## src/xqed_pkg.sv

```systemverilog
// package for the dual-channel encoder decoder
package xqed_pkg;
  localparam int unsigned XQED_CNT_W      = 32;
  localparam int unsigned XQED_CPR_MOTOR  = 12;
  localparam logic [1:0]  XQED_SYNC_RST   = 2'h0;

  // one encoder's two lines as delivered by the sensor board
  typedef struct packed {
    logic xor_line;
    logic chan_b;
  } xqed_enc_in_type;

  // per-channel decoded status
  typedef struct packed {
    logic fwd_step;
    logic rev_step;
    logic err_pulse;
  } xqed_evt_type;

  typedef enum logic {
    XQED_DIR_NORMAL,
    XQED_DIR_INVERT
  } xqed_dir_type;
endpackage

```

## src/xqed_top.sv

```systemverilog
// two-channel xor quadrature encoder decoder
//
// Summary of operation
// - two independent channels, left and right
// - rebuild A as combined xor B
// - B leading A counts forward, reverse when dir_invert is set
// - every edge counted, twelve per shaft turn, unless A and B move in one sample
// - every combined-line change must be caught
`timescale 1ns/1ps

module xqed_chan
  import xqed_pkg::*;
#(
  parameter int unsigned CNT_W = XQED_CNT_W
) (
  input  wire logic               ref_clk,
  input  wire logic               sys_rst,
  input  wire xqed_enc_in_type    enc_in,
  input  wire logic               dir_invert,
  input  wire logic               err_clear,
  output logic signed [CNT_W-1:0] count,
  output logic                    err_flag,
  output xqed_evt_type            evt
);
  logic [1:0]               sx_reg, sx_next;
  logic [1:0]               sb_reg, sb_next;
  logic                     a_prev_reg, a_prev_next;
  logic                     b_prev_reg, b_prev_next;
  logic                     x_prev_reg, x_prev_next;
  logic signed [CNT_W-1:0]  cnt_reg, cnt_next;
  logic                     err_reg, err_next;
  xqed_evt_type             evt_reg, evt_next;
  logic                     a_now;
  logic                     b_now;
  logic                     x_now;
  logic                     fwd;
  logic                     both_moved;

  // two-stage synchronisers; only the second stage is ever looked at
  always_comb begin
    sx_next = {sx_reg[0], enc_in.xor_line};
    sb_next = {sb_reg[0], enc_in.chan_b};
  end

  assign x_now = sx_reg[1];
  assign b_now = sb_reg[1];
  assign a_now = x_now ^ b_now;
  // a and b both moved in one sample: xor steady, step lost
  assign both_moved = (a_now != a_prev_reg) && (b_now != b_prev_reg);

  // b leads a: after b moves a copies b, so new a equals new b when a moves on a forward step
  always_comb begin
    a_prev_next = a_now;
    b_prev_next = b_now;
    x_prev_next = x_now;
    cnt_next    = cnt_reg;
    err_next    = err_reg;
    evt_next    = '0;
    fwd         = 1'b0;
    if (err_clear) begin
      err_next = 1'b0;
    end
    // each sample is compared, so one edge per clock is never missed
    if (x_now != x_prev_reg) begin
      fwd = (a_now != a_prev_reg) ? (a_now == b_now) : (a_now != b_now);
      if (dir_invert) begin
        fwd = ~fwd;
      end
      if (fwd) begin
        cnt_next = cnt_reg + CNT_W'(1);
        evt_next.fwd_step = 1'b1;
      end else begin
        cnt_next = cnt_reg - CNT_W'(1);
        evt_next.rev_step = 1'b1;
      end
    end else if ((a_now != a_prev_reg) && (b_now != b_prev_reg)) begin
      // both moved: xor unchanged, step lost; set wins over clear
      err_next = 1'b1;
      evt_next.err_pulse = 1'b1;
    end
  end

  // registers only; the async reset loads constants alone
  always_ff @(posedge ref_clk or posedge sys_rst) begin
    if (sys_rst) begin
      sx_reg     <= XQED_SYNC_RST;
      sb_reg     <= XQED_SYNC_RST;
      a_prev_reg <= 1'b0;
      b_prev_reg <= 1'b0;
      x_prev_reg <= 1'b0;
      cnt_reg    <= '0;
      err_reg    <= 1'b0;
      evt_reg    <= '0;
    end else begin
      sx_reg     <= sx_next;
      sb_reg     <= sb_next;
      a_prev_reg <= a_prev_next;
      b_prev_reg <= b_prev_next;
      x_prev_reg <= x_prev_next;
      cnt_reg    <= cnt_next;
      err_reg    <= err_next;
      evt_reg    <= evt_next;
    end
  end

  // every output comes straight from a flip-flop
  assign count    = cnt_reg;
  assign err_flag = err_reg;
  assign evt      = evt_reg;

  // a combined-line change always yields one step next cycle
  step_on_change_a: assert property (@(posedge ref_clk) disable iff (sys_rst)
    (x_now != x_prev_reg) |=> (evt.fwd_step ^ evt.rev_step))
    else $error("combined change without a step");

  // forward step adds exactly one
  count_step_a: assert property (@(posedge ref_clk) disable iff (sys_rst)
    evt.fwd_step |-> (count == $past(count) + CNT_W'(1)))
    else $error("forward step did not add one");

  // reverse step takes exactly one
  count_down_a: assert property (@(posedge ref_clk) disable iff (sys_rst)
    evt.rev_step |-> (count == $past(count) - CNT_W'(1)))
    else $error("reverse step did not subtract one");

  // no step, no movement of the count
  count_hold_a: assert property (@(posedge ref_clk) disable iff (sys_rst)
    !(evt.fwd_step || evt.rev_step) |-> $stable(count))
    else $error("count moved without a step");

  // the pulse and the sticky flag rise together
  err_sticky_a: assert property (@(posedge ref_clk) disable iff (sys_rst)
    evt.err_pulse |-> err_flag)
    else $error("error event not flagged");

  // rebuilt a tracks the board lines two samples back; needs lines low in reset
  a_rebuild_a: assert property (@(posedge ref_clk) disable iff (sys_rst)
    (a_now == $past(enc_in.xor_line ^ enc_in.chan_b, 2)))
    else $error("channel a rebuild wrong");

  // b moving away from a's level is a forward step
  fwd_dir_a: assert property (@(posedge ref_clk) disable iff (sys_rst)
    ((x_now != x_prev_reg) && !dir_invert && (b_now != b_prev_reg) && (a_now != b_now))
    |=> evt.fwd_step)
    else $error("b leading a not counted forward");

  // a moving onto b's level completes a forward step
  fwd_a_move_a: assert property (@(posedge ref_clk) disable iff (sys_rst)
    ((x_now != x_prev_reg) && !dir_invert && (a_now != a_prev_reg) && (a_now == b_now))
    |=> evt.fwd_step)
    else $error("a following b not counted forward");

  // reversed-output build flips the same pattern to reverse
  inv_dir_a: assert property (@(posedge ref_clk) disable iff (sys_rst)
    ((x_now != x_prev_reg) && dir_invert && (b_now != b_prev_reg) && (a_now != b_now))
    |=> evt.rev_step)
    else $error("inverted direction not applied");

  // a lost step must raise the pulse and the flag
  err_set_a: assert property (@(posedge ref_clk) disable iff (sys_rst)
    ((x_now == x_prev_reg) && both_moved) |=> (evt.err_pulse && err_flag))
    else $error("double change not flagged");

  // clear wins only when no new double change arrives
  err_clear_a: assert property (@(posedge ref_clk) disable iff (sys_rst)
    (err_clear && !both_moved) |=> !err_flag)
    else $error("error flag not cleared");

  // with no line movement nothing at all is reported
  idle_quiet_a: assert property (@(posedge ref_clk) disable iff (sys_rst)
    ((x_now == x_prev_reg) && !both_moved) |=> (evt == '0))
    else $error("event without line movement");

  fwd_seen_c: cover property (@(posedge ref_clk) disable iff (sys_rst) evt.fwd_step);
  rev_seen_c: cover property (@(posedge ref_clk) disable iff (sys_rst) evt.rev_step);
  err_seen_c: cover property (@(posedge ref_clk) disable iff (sys_rst) evt.err_pulse);
  clr_seen_c: cover property (@(posedge ref_clk) disable iff (sys_rst) err_clear && err_flag);
endmodule // xqed_chan

module xqed_top
  import xqed_pkg::*;
#(
  parameter int unsigned CNT_W = XQED_CNT_W
) (
  input  wire logic               ref_clk,
  input  wire logic               sys_rst,
  input  wire xqed_enc_in_type    left_enc,
  input  wire xqed_enc_in_type    right_enc,
  input  wire logic               dir_invert,
  input  wire logic               left_err_clear,
  input  wire logic               right_err_clear,
  output logic signed [CNT_W-1:0] left_count,
  output logic signed [CNT_W-1:0] right_count,
  output logic                    left_err,
  output logic                    right_err,
  output xqed_evt_type            left_evt,
  output xqed_evt_type            right_evt
);
  // one decoder per drive motor, sharing only clock, reset and dir_invert
  xqed_chan #(.CNT_W(CNT_W)) u_left (
    .ref_clk    (ref_clk),
    .sys_rst    (sys_rst),
    .enc_in     (left_enc),
    .dir_invert (dir_invert),
    .err_clear  (left_err_clear),
    .count      (left_count),
    .err_flag   (left_err),
    .evt        (left_evt)
  );

  xqed_chan #(.CNT_W(CNT_W)) u_right (
    .ref_clk    (ref_clk),
    .sys_rst    (sys_rst),
    .enc_in     (right_enc),
    .dir_invert (dir_invert),
    .err_clear  (right_err_clear),
    .count      (right_count),
    .err_flag   (right_err),
    .evt        (right_evt)
  );
endmodule // xqed_top

```

## config.mk

```make
export PLATFORM = sky130hd
export DESIGN_NAME = xqed_top
export DESIGN_NICKNAME = d
export VERILOG_FILES = /design/src/xqed_pkg.sv /design/src/xqed_top.sv
export SDC_FILE = /design/constraint.sdc
export NUM_CORES = 1
export LEC_CHECK = 0
export CORE_ASPECT_RATIO = 0.9
export CORE_MARGIN = 2
export CORE_UTILIZATION = 40
export CTS_CLUSTER_SIZE = 16
export DETAILED_ROUTE_END_ITERATION = 8
export DONT_BUFFER_PORTS = 1
export PLACE_DENSITY = 0.64
export SLEW_MARGIN = 10
export SYNTH_ARGS = -nofsm -noshare
export SYNTH_HDL_FRONTEND = slang
export SYNTH_SLANG_ARGS = --single-unit
```

## constraint.sdc

```tcl
create_clock -name ref_clk -period 3.6 [get_ports ref_clk]
set_clock_uncertainty 0.1 [all_clocks]
set_input_delay 0.36 -clock ref_clk [delete_from_list [all_inputs] [get_ports ref_clk]]
set_output_delay 0.36 -clock ref_clk [all_outputs]
set_load 0.02 [all_outputs]
```

Word level (Yosys, flattened, before mapping)
Cells that the tools add are included.
{"block": "totals", "output_inout_bits": 72, "input_bits": 9, "reg_bits": 86}
{"block": "op_classes", "addsub": 4, "n_reduce_logical": 2, "mux": 24, "bitwise": 4, "eq_ne": 10}
{"op": "adder 32 x 2 -> 32 bit (second input constant)", "n": 2}
{"op": "two-way mux 32 bit", "n": 2}
{"op": "subtractor 32 x 2 -> 32 bit (second input constant)", "n": 2}
{"op": "two-way mux 1 bit", "n": 20}
{"op": "!= test 1 bit", "n": 8}
{"op": "two-way mux 2 bit", "n": 2}
{"op": "== test 1 bit", "n": 2}
{"op": "logical AND 1 bit", "n": 2}
{"op": "NOT 1 bit", "n": 2}
{"op": "XOR 1 bit", "n": 2}

Depth between registers and ports, before layout
{"block": "depth", "depth_word": 8, "ltp_mapped": 13, "ltp_nobuf": 9}

Modules after synthesis
Synthesis repeated with hierarchy kept, for this count alone.
{"block": "hier_totals", "hier_cells": 662, "area_unflattened_um2": 5858.1}
{"mod": "xqed_chan", "cells_each": 331, "seq_area_each_um2": 1076.0, "area_each_um2": 2929.1, "n_inst": 2}

Worst setup path before layout
Ideal clock, no wire load.
{"block": "synth_timing", "kind": "reg-to-reg", "from": "reg u_left.a_prev_reg", "to": "reg u_left.cnt_reg[30], in the netlist u_left.count[30]", "t_arrival_ns": 3.400, "required_ns": 3.420, "stages_incl_launch_ff": 14, "slack_ns": 0.019, "synth_period_minus_slack_ns": 3.581, "path_buffers": 4, "path_cell_list": "dfrtp_1 -> buf_6 -> xor3_2 -> clkbuf_1 -> buf_2 -> buf_2 -> xnor2_1 -> ha_1 -> nand3_1 -> nor4_1 -> o21ai_1 -> a2111oi_2 -> mux2i_1 -> xnor2_1"}
{"block": "synth_between", "elab_chain_len": 6}
{"item": "start, declared", "line": "xqed_top.sv:27", "text": "logic a_prev_reg, a_prev_next;"}
{"item": "start signal, assigned", "line": "xqed_top.sv:97", "text": "a_prev_reg <= a_prev_next;"}
{"item": "!= test 1 bit (*)"}
{"item": "two-way mux 1 bit (*)", "line": "xqed_top.sv:65", "text": "fwd = (a_now != a_prev_reg) ? (a_now == b_now) : (a_now != b_now);"}
{"item": "NOT 1 bit", "line": "xqed_top.sv:67", "text": "fwd = ~fwd;"}
{"item": "two-way mux 1 bit (*)", "line": "xqed_top.sv:66", "text": "if (dir_invert) begin"}
{"item": "two-way mux 1 bit (*)", "line": "xqed_top.sv:64", "text": "if (x_now != x_prev_reg) begin"}
{"item": "two-way mux 32 bit (*)", "line": "xqed_top.sv:69", "text": "if (fwd) begin"}
{"item": "end signal, assigned", "line": "xqed_top.sv:100", "text": "cnt_reg <= cnt_next;"}
{"item": "end, declared", "line": "xqed_top.sv:30", "text": "logic signed [CNT_W-1:0] cnt_reg, cnt_next;"}
Mark *: on every way between the ends. The rest lies on a longest branch, timed or not. The select of a mux whose other input is x is not followed.
A chain may end at the register's enable or synchronous reset.

Worst setup path after layout
Ends and elaborated chain as after synthesis.

==> impl_summary.log <==
[metrics] TritonCTS Sinks: 86
[metrics] layout cells sized above 1: 0.0628
[metrics] Buf+Inv Stages, Crit Path: 1
[metrics] starting density of the core: 0.405
[metrics] total wire length: 17900 um
[metrics] number of different library cells in the post-synthesis netlist: 57
[metrics] core region area: 14600 um^2
[metrics] # Max-Cap Violations: 0
[metrics] FF+latch count, synth: 86
[metrics] final count of pins violating max slew: 0
[metrics] area share of the largest cell type after synthesis: 0.365
[metrics] Final Non-Filler Cells: 883
[metrics] count of vias placed by the detailed router: 5589
[metrics] post-synthesis net count: 721
[metrics] CTS tree: built
[metrics] global routing met3 resource utilization: 0.0651
[metrics] share of the yosys chip area belonging to registers: 0.365
[metrics] worst-path cell with the longest stage delay: sky130_fd_sc_hd__dfrtp_1
[metrics] pin count of the biggest net entering global routing: 68
[metrics] fraction of the cycle the final worst path needs: 0.875
[metrics] dominant cells by area after synthesis: sky130_fd_sc_hd__dfrtp_1 36%, sky130_fd_sc_hd__xnor2_1 7.0%, sky130_fd_sc_hd__nor2_1 4.6%, sky130_fd_sc_hd__mux2i_1 4.2%, sky130_fd_sc_hd__nor4_1 4.2%
[metrics] detailed router's first-iteration violation count: 705
[metrics] global-route congestion overflow total: 0
[metrics] number of failing setup endpoints in the final timing report: 0
[metrics] Syn Inst Count: 710
[metrics] layout overhead on the synthesized area: 7.59%
[metrics] number of DRC violations after detailed routing: 0
[metrics] capturing element type of the critical path: register
[metrics] CP dominant cell by count: sky130_fd_sc_hd__xnor2_1
[metrics] number of hold violations in the final report: 0
[metrics] row count: 42
[metrics] clock insertion delay at the later pin of the skew report: 0.35 ns
[metrics] number of primary I/O pins: 81
[metrics] sum of net half-perimeters after detailed placement: 12600 um
[metrics] number of setup buffers added after CTS: 0
[metrics] Tmin final: 3.15 ns
[metrics] number of antenna violations at the first check in global routing: 0
[metrics] TritonRoute pass-1 iters: 5
[metrics] Total Neg Setup Slack: 0 ns
[metrics] arrival time worst endpoint: 3.32 ns
[metrics] clock edge transition at the registers on the reported setup and hold paths: 0.06 ns
[metrics] most frequent cells after synthesis: 86 x sky130_fd_sc_hd__dfrtp_1, 72 x sky130_fd_sc_hd__nor2_1, 66 x sky130_fd_sc_hd__nand2_1
[metrics] Tot GR Track Use: 0.231
[metrics] GRT met1 Usage: 0.300
[metrics] largest driver fanout on the critical path: 7
[metrics] total power density per cell area: 803 nW/um^2
[metrics] Post-layout nets: 691
[metrics] layer with the highest usage after global routing: met2
[metrics] average cell area after synthesis: 8.31 um^2
[metrics] number of H-tree levels: 3
[metrics] unrepaired setup endpoints after global routing: no
[metrics] Max clock buf depth: 2
[metrics] Die Footprint: 15700 um^2
[metrics] count of inserted antenna diode cells: 0
[metrics] Peak VDD IR: 0.409 mV
[metrics] global-route wire length before repair: 29000 um
[metrics] wire per inst: 20.3 um
[metrics] Vias per Instance: 6.33
[metrics] worst-path cell chain: xor3_2, xnor2_1, ha_1, nand3_1, nor4_1, buf_4, o21ai_1, a2111oi_2, mux2i_1, xnor2_1
[metrics] IO buf count: 0
[metrics] placed insts: 862
[metrics] fmax: 0.317 GHz
[metrics] Die X-Extent: 132 um
[metrics] synth warn: 0
[metrics] cell area after synthesis: 5900 um^2
[metrics] met2 Usage GRT: 0.363
[metrics] Leak: 2.43 nW
[metrics] result of the run: finished, final reports clean
[metrics] worst max-slew margin expressed relative to the limit: 0.422
[metrics] required time reported for the critical path endpoint: 3.77 ns
[metrics] CP delay by family, top: XOR/XNOR gates
[metrics] Post-synth top flop: sky130_fd_sc_hd__dfrtp_1
[metrics] Critical Path Source Type: register
[metrics] Tightest Pin Transition: 0.859 ns
[metrics] Async SR Flop Fraction: 1.00
[metrics] number of enable flip-flop cells after synthesis: 0
[metrics] final weighted congestion in routability-driven placement: 0.900
[metrics] antenna viol nets, final: 0
[metrics] number of global-route vias before repair: 5427
[metrics] Resized Gates After CTS: 0
[metrics] master cell of the clock root buffer: sky130_fd_sc_hd__clkbuf_16
[metrics] cell taking the most area after synthesis: sky130_fd_sc_hd__dfrtp_1
[metrics] top-count cell post-synth: sky130_fd_sc_hd__dfrtp_1
[metrics] type of the setup path with the least slack: register to register
[metrics] stage delay of the slowest cell on the critical path: 0.45 ns
[metrics] Hold Path Class: input pin to register
[metrics] number of buffers created by CTS: 9
[metrics] height of the die: 119 um
## final cells by class
| type | instances | area, um^2 |
|---|---|---|
| repair buffers | 24 | 193 |
| clock inverters | 4 | 22.5 |
| flip-flops and latches | 86 | 2150 |
| fillers | 1483 | 8210 |
| inverters | 9 | 36.3 |
| clock buffers | 12 | 246 |
| multi-input cells | 550 | 3450 |
| well taps | 198 | 248 |
## kinds of logic after synthesis
family / after synthesis / share of synthesized area
AO/OA/AOI/OAI: 104 / 0.113
XOR/XNOR: 77 / 0.124
adder cells (fa/ha/maj): 2 / 0.00424
buffers and inverters: 74 / 0.0505
flip-flops: 86 / 0.365
multiplexers: 26 / 0.0443
AND/OR/NAND/NOR: 341 / 0.299
## where the power goes
group          internal [mW]  switching [mW]
registers               1.27            1.25
logic                  0.694            1.01
clock network          0.483           0.383
total                   2.45            2.65
## layer usage
| metal | part of all wire | up-vias | wire length [um] |
|---|---|---|---|
| met5 | 0 | - | 0 |
| met4 | 0.029 | 0 | 519 |
| met3 | 0.093 | 46 | 1660 |
| met2 | 0.47 | 310 | 8340 |
| met1 | 0.41 | 2695 | 7360 |
| li1 | - | 2538 | - |
## worst register-to-register path: stages (launching register included)
cell	delay, ns
sky130_fd_sc_hd__dfrtp_1	0.45
sky130_fd_sc_hd__xor3_2	0.43
sky130_fd_sc_hd__xnor2_1	0.15
sky130_fd_sc_hd__ha_1	0.29
sky130_fd_sc_hd__nand3_1	0.20
sky130_fd_sc_hd__nor4_1	0.35
sky130_fd_sc_hd__buf_4	0.18
sky130_fd_sc_hd__o21ai_1	0.12
sky130_fd_sc_hd__a2111oi_2	0.38
sky130_fd_sc_hd__mux2i_1	0.28
sky130_fd_sc_hd__xnor2_1	0.14
## layout by cell type, fill, tap and decap left out, types with 7 or more instances in the layout
| master | netlist | routed |
|---|---|---|
| sky130_fd_sc_hd__dfrtp_1 | 86 | 86 |
| sky130_fd_sc_hd__nor2_1 | 72 | 72 |
| sky130_fd_sc_hd__nand2_1 | 66 | 66 |
| sky130_fd_sc_hd__xnor2_1 | 47 | 47 |
| sky130_fd_sc_hd__nor4_1 | 40 | 40 |
| sky130_fd_sc_hd__nand4_1 | 36 | 36 |
| sky130_fd_sc_hd__nor3_1 | 32 | 32 |
| sky130_fd_sc_hd__nand3_1 | 30 | 30 |
| sky130_fd_sc_hd__o21ai_0 | 28 | 28 |
| sky130_fd_sc_hd__xor2_1 | 26 | 26 |
| sky130_fd_sc_hd__a21oi_1 | 26 | 26 |
| sky130_fd_sc_hd__mux2i_1 | 25 | 25 |
| sky130_fd_sc_hd__buf_4 | 0 | 19 |
| sky130_fd_sc_hd__or4_1 | 12 | 12 |
| sky130_fd_sc_hd__or3_1 | 11 | 11 |
| sky130_fd_sc_hd__and3_1 | 11 | 11 |
| sky130_fd_sc_hd__clkbuf_16 | 0 | 9 |
| sky130_fd_sc_hd__o31ai_1 | 7 | 7 |
| sky130_fd_sc_hd__inv_1 | 8 | 7 |
## per-stage QoR
stage	util	hold slack [ns]	cell area (um^2)	setup WS [ns]	total power [mW]
final	0.436	0.0734	6350	0.450	5.10
after global routing	0.436	0.0747	6350	0.129	5.44
after detailed placement	0.414	0.235	6030	0.483	4.19
after floorplan	-	0.231	5900	0.0193	3.64
after CTS	0.436	0.0582	6350	0.458	5.09
after global placement	0.414	0.236	6030	0.541	4.18
## path summary, 6_finish.rpt
path | end | startpoint | slack [ns] | cells after the start
max in group asynchronous | u_left.count[25] | sys_rst | 2.03 | 3
min reg2reg | u_right.sx_reg[1] | u_right.sx_reg[0] | 0.25 | 0
max reg2reg | u_left.count[30] | u_left.a_prev_reg | 0.45 | 10
min | u_right.err_flag | right_err_clear | 0.07 | 2
min in group asynchronous | u_left.count[6] | sys_rst | 0.58 | 2
max | u_left.count[30] | u_left.a_prev_reg | 0.45 | 10
## what timing repair did
item,in CTS,in global routing
setup endpoints to repair,0,0
hold endpoints to repair,6,0
hold buffers,5,0
No activity file was read; power rests on OpenSTA's default activity.
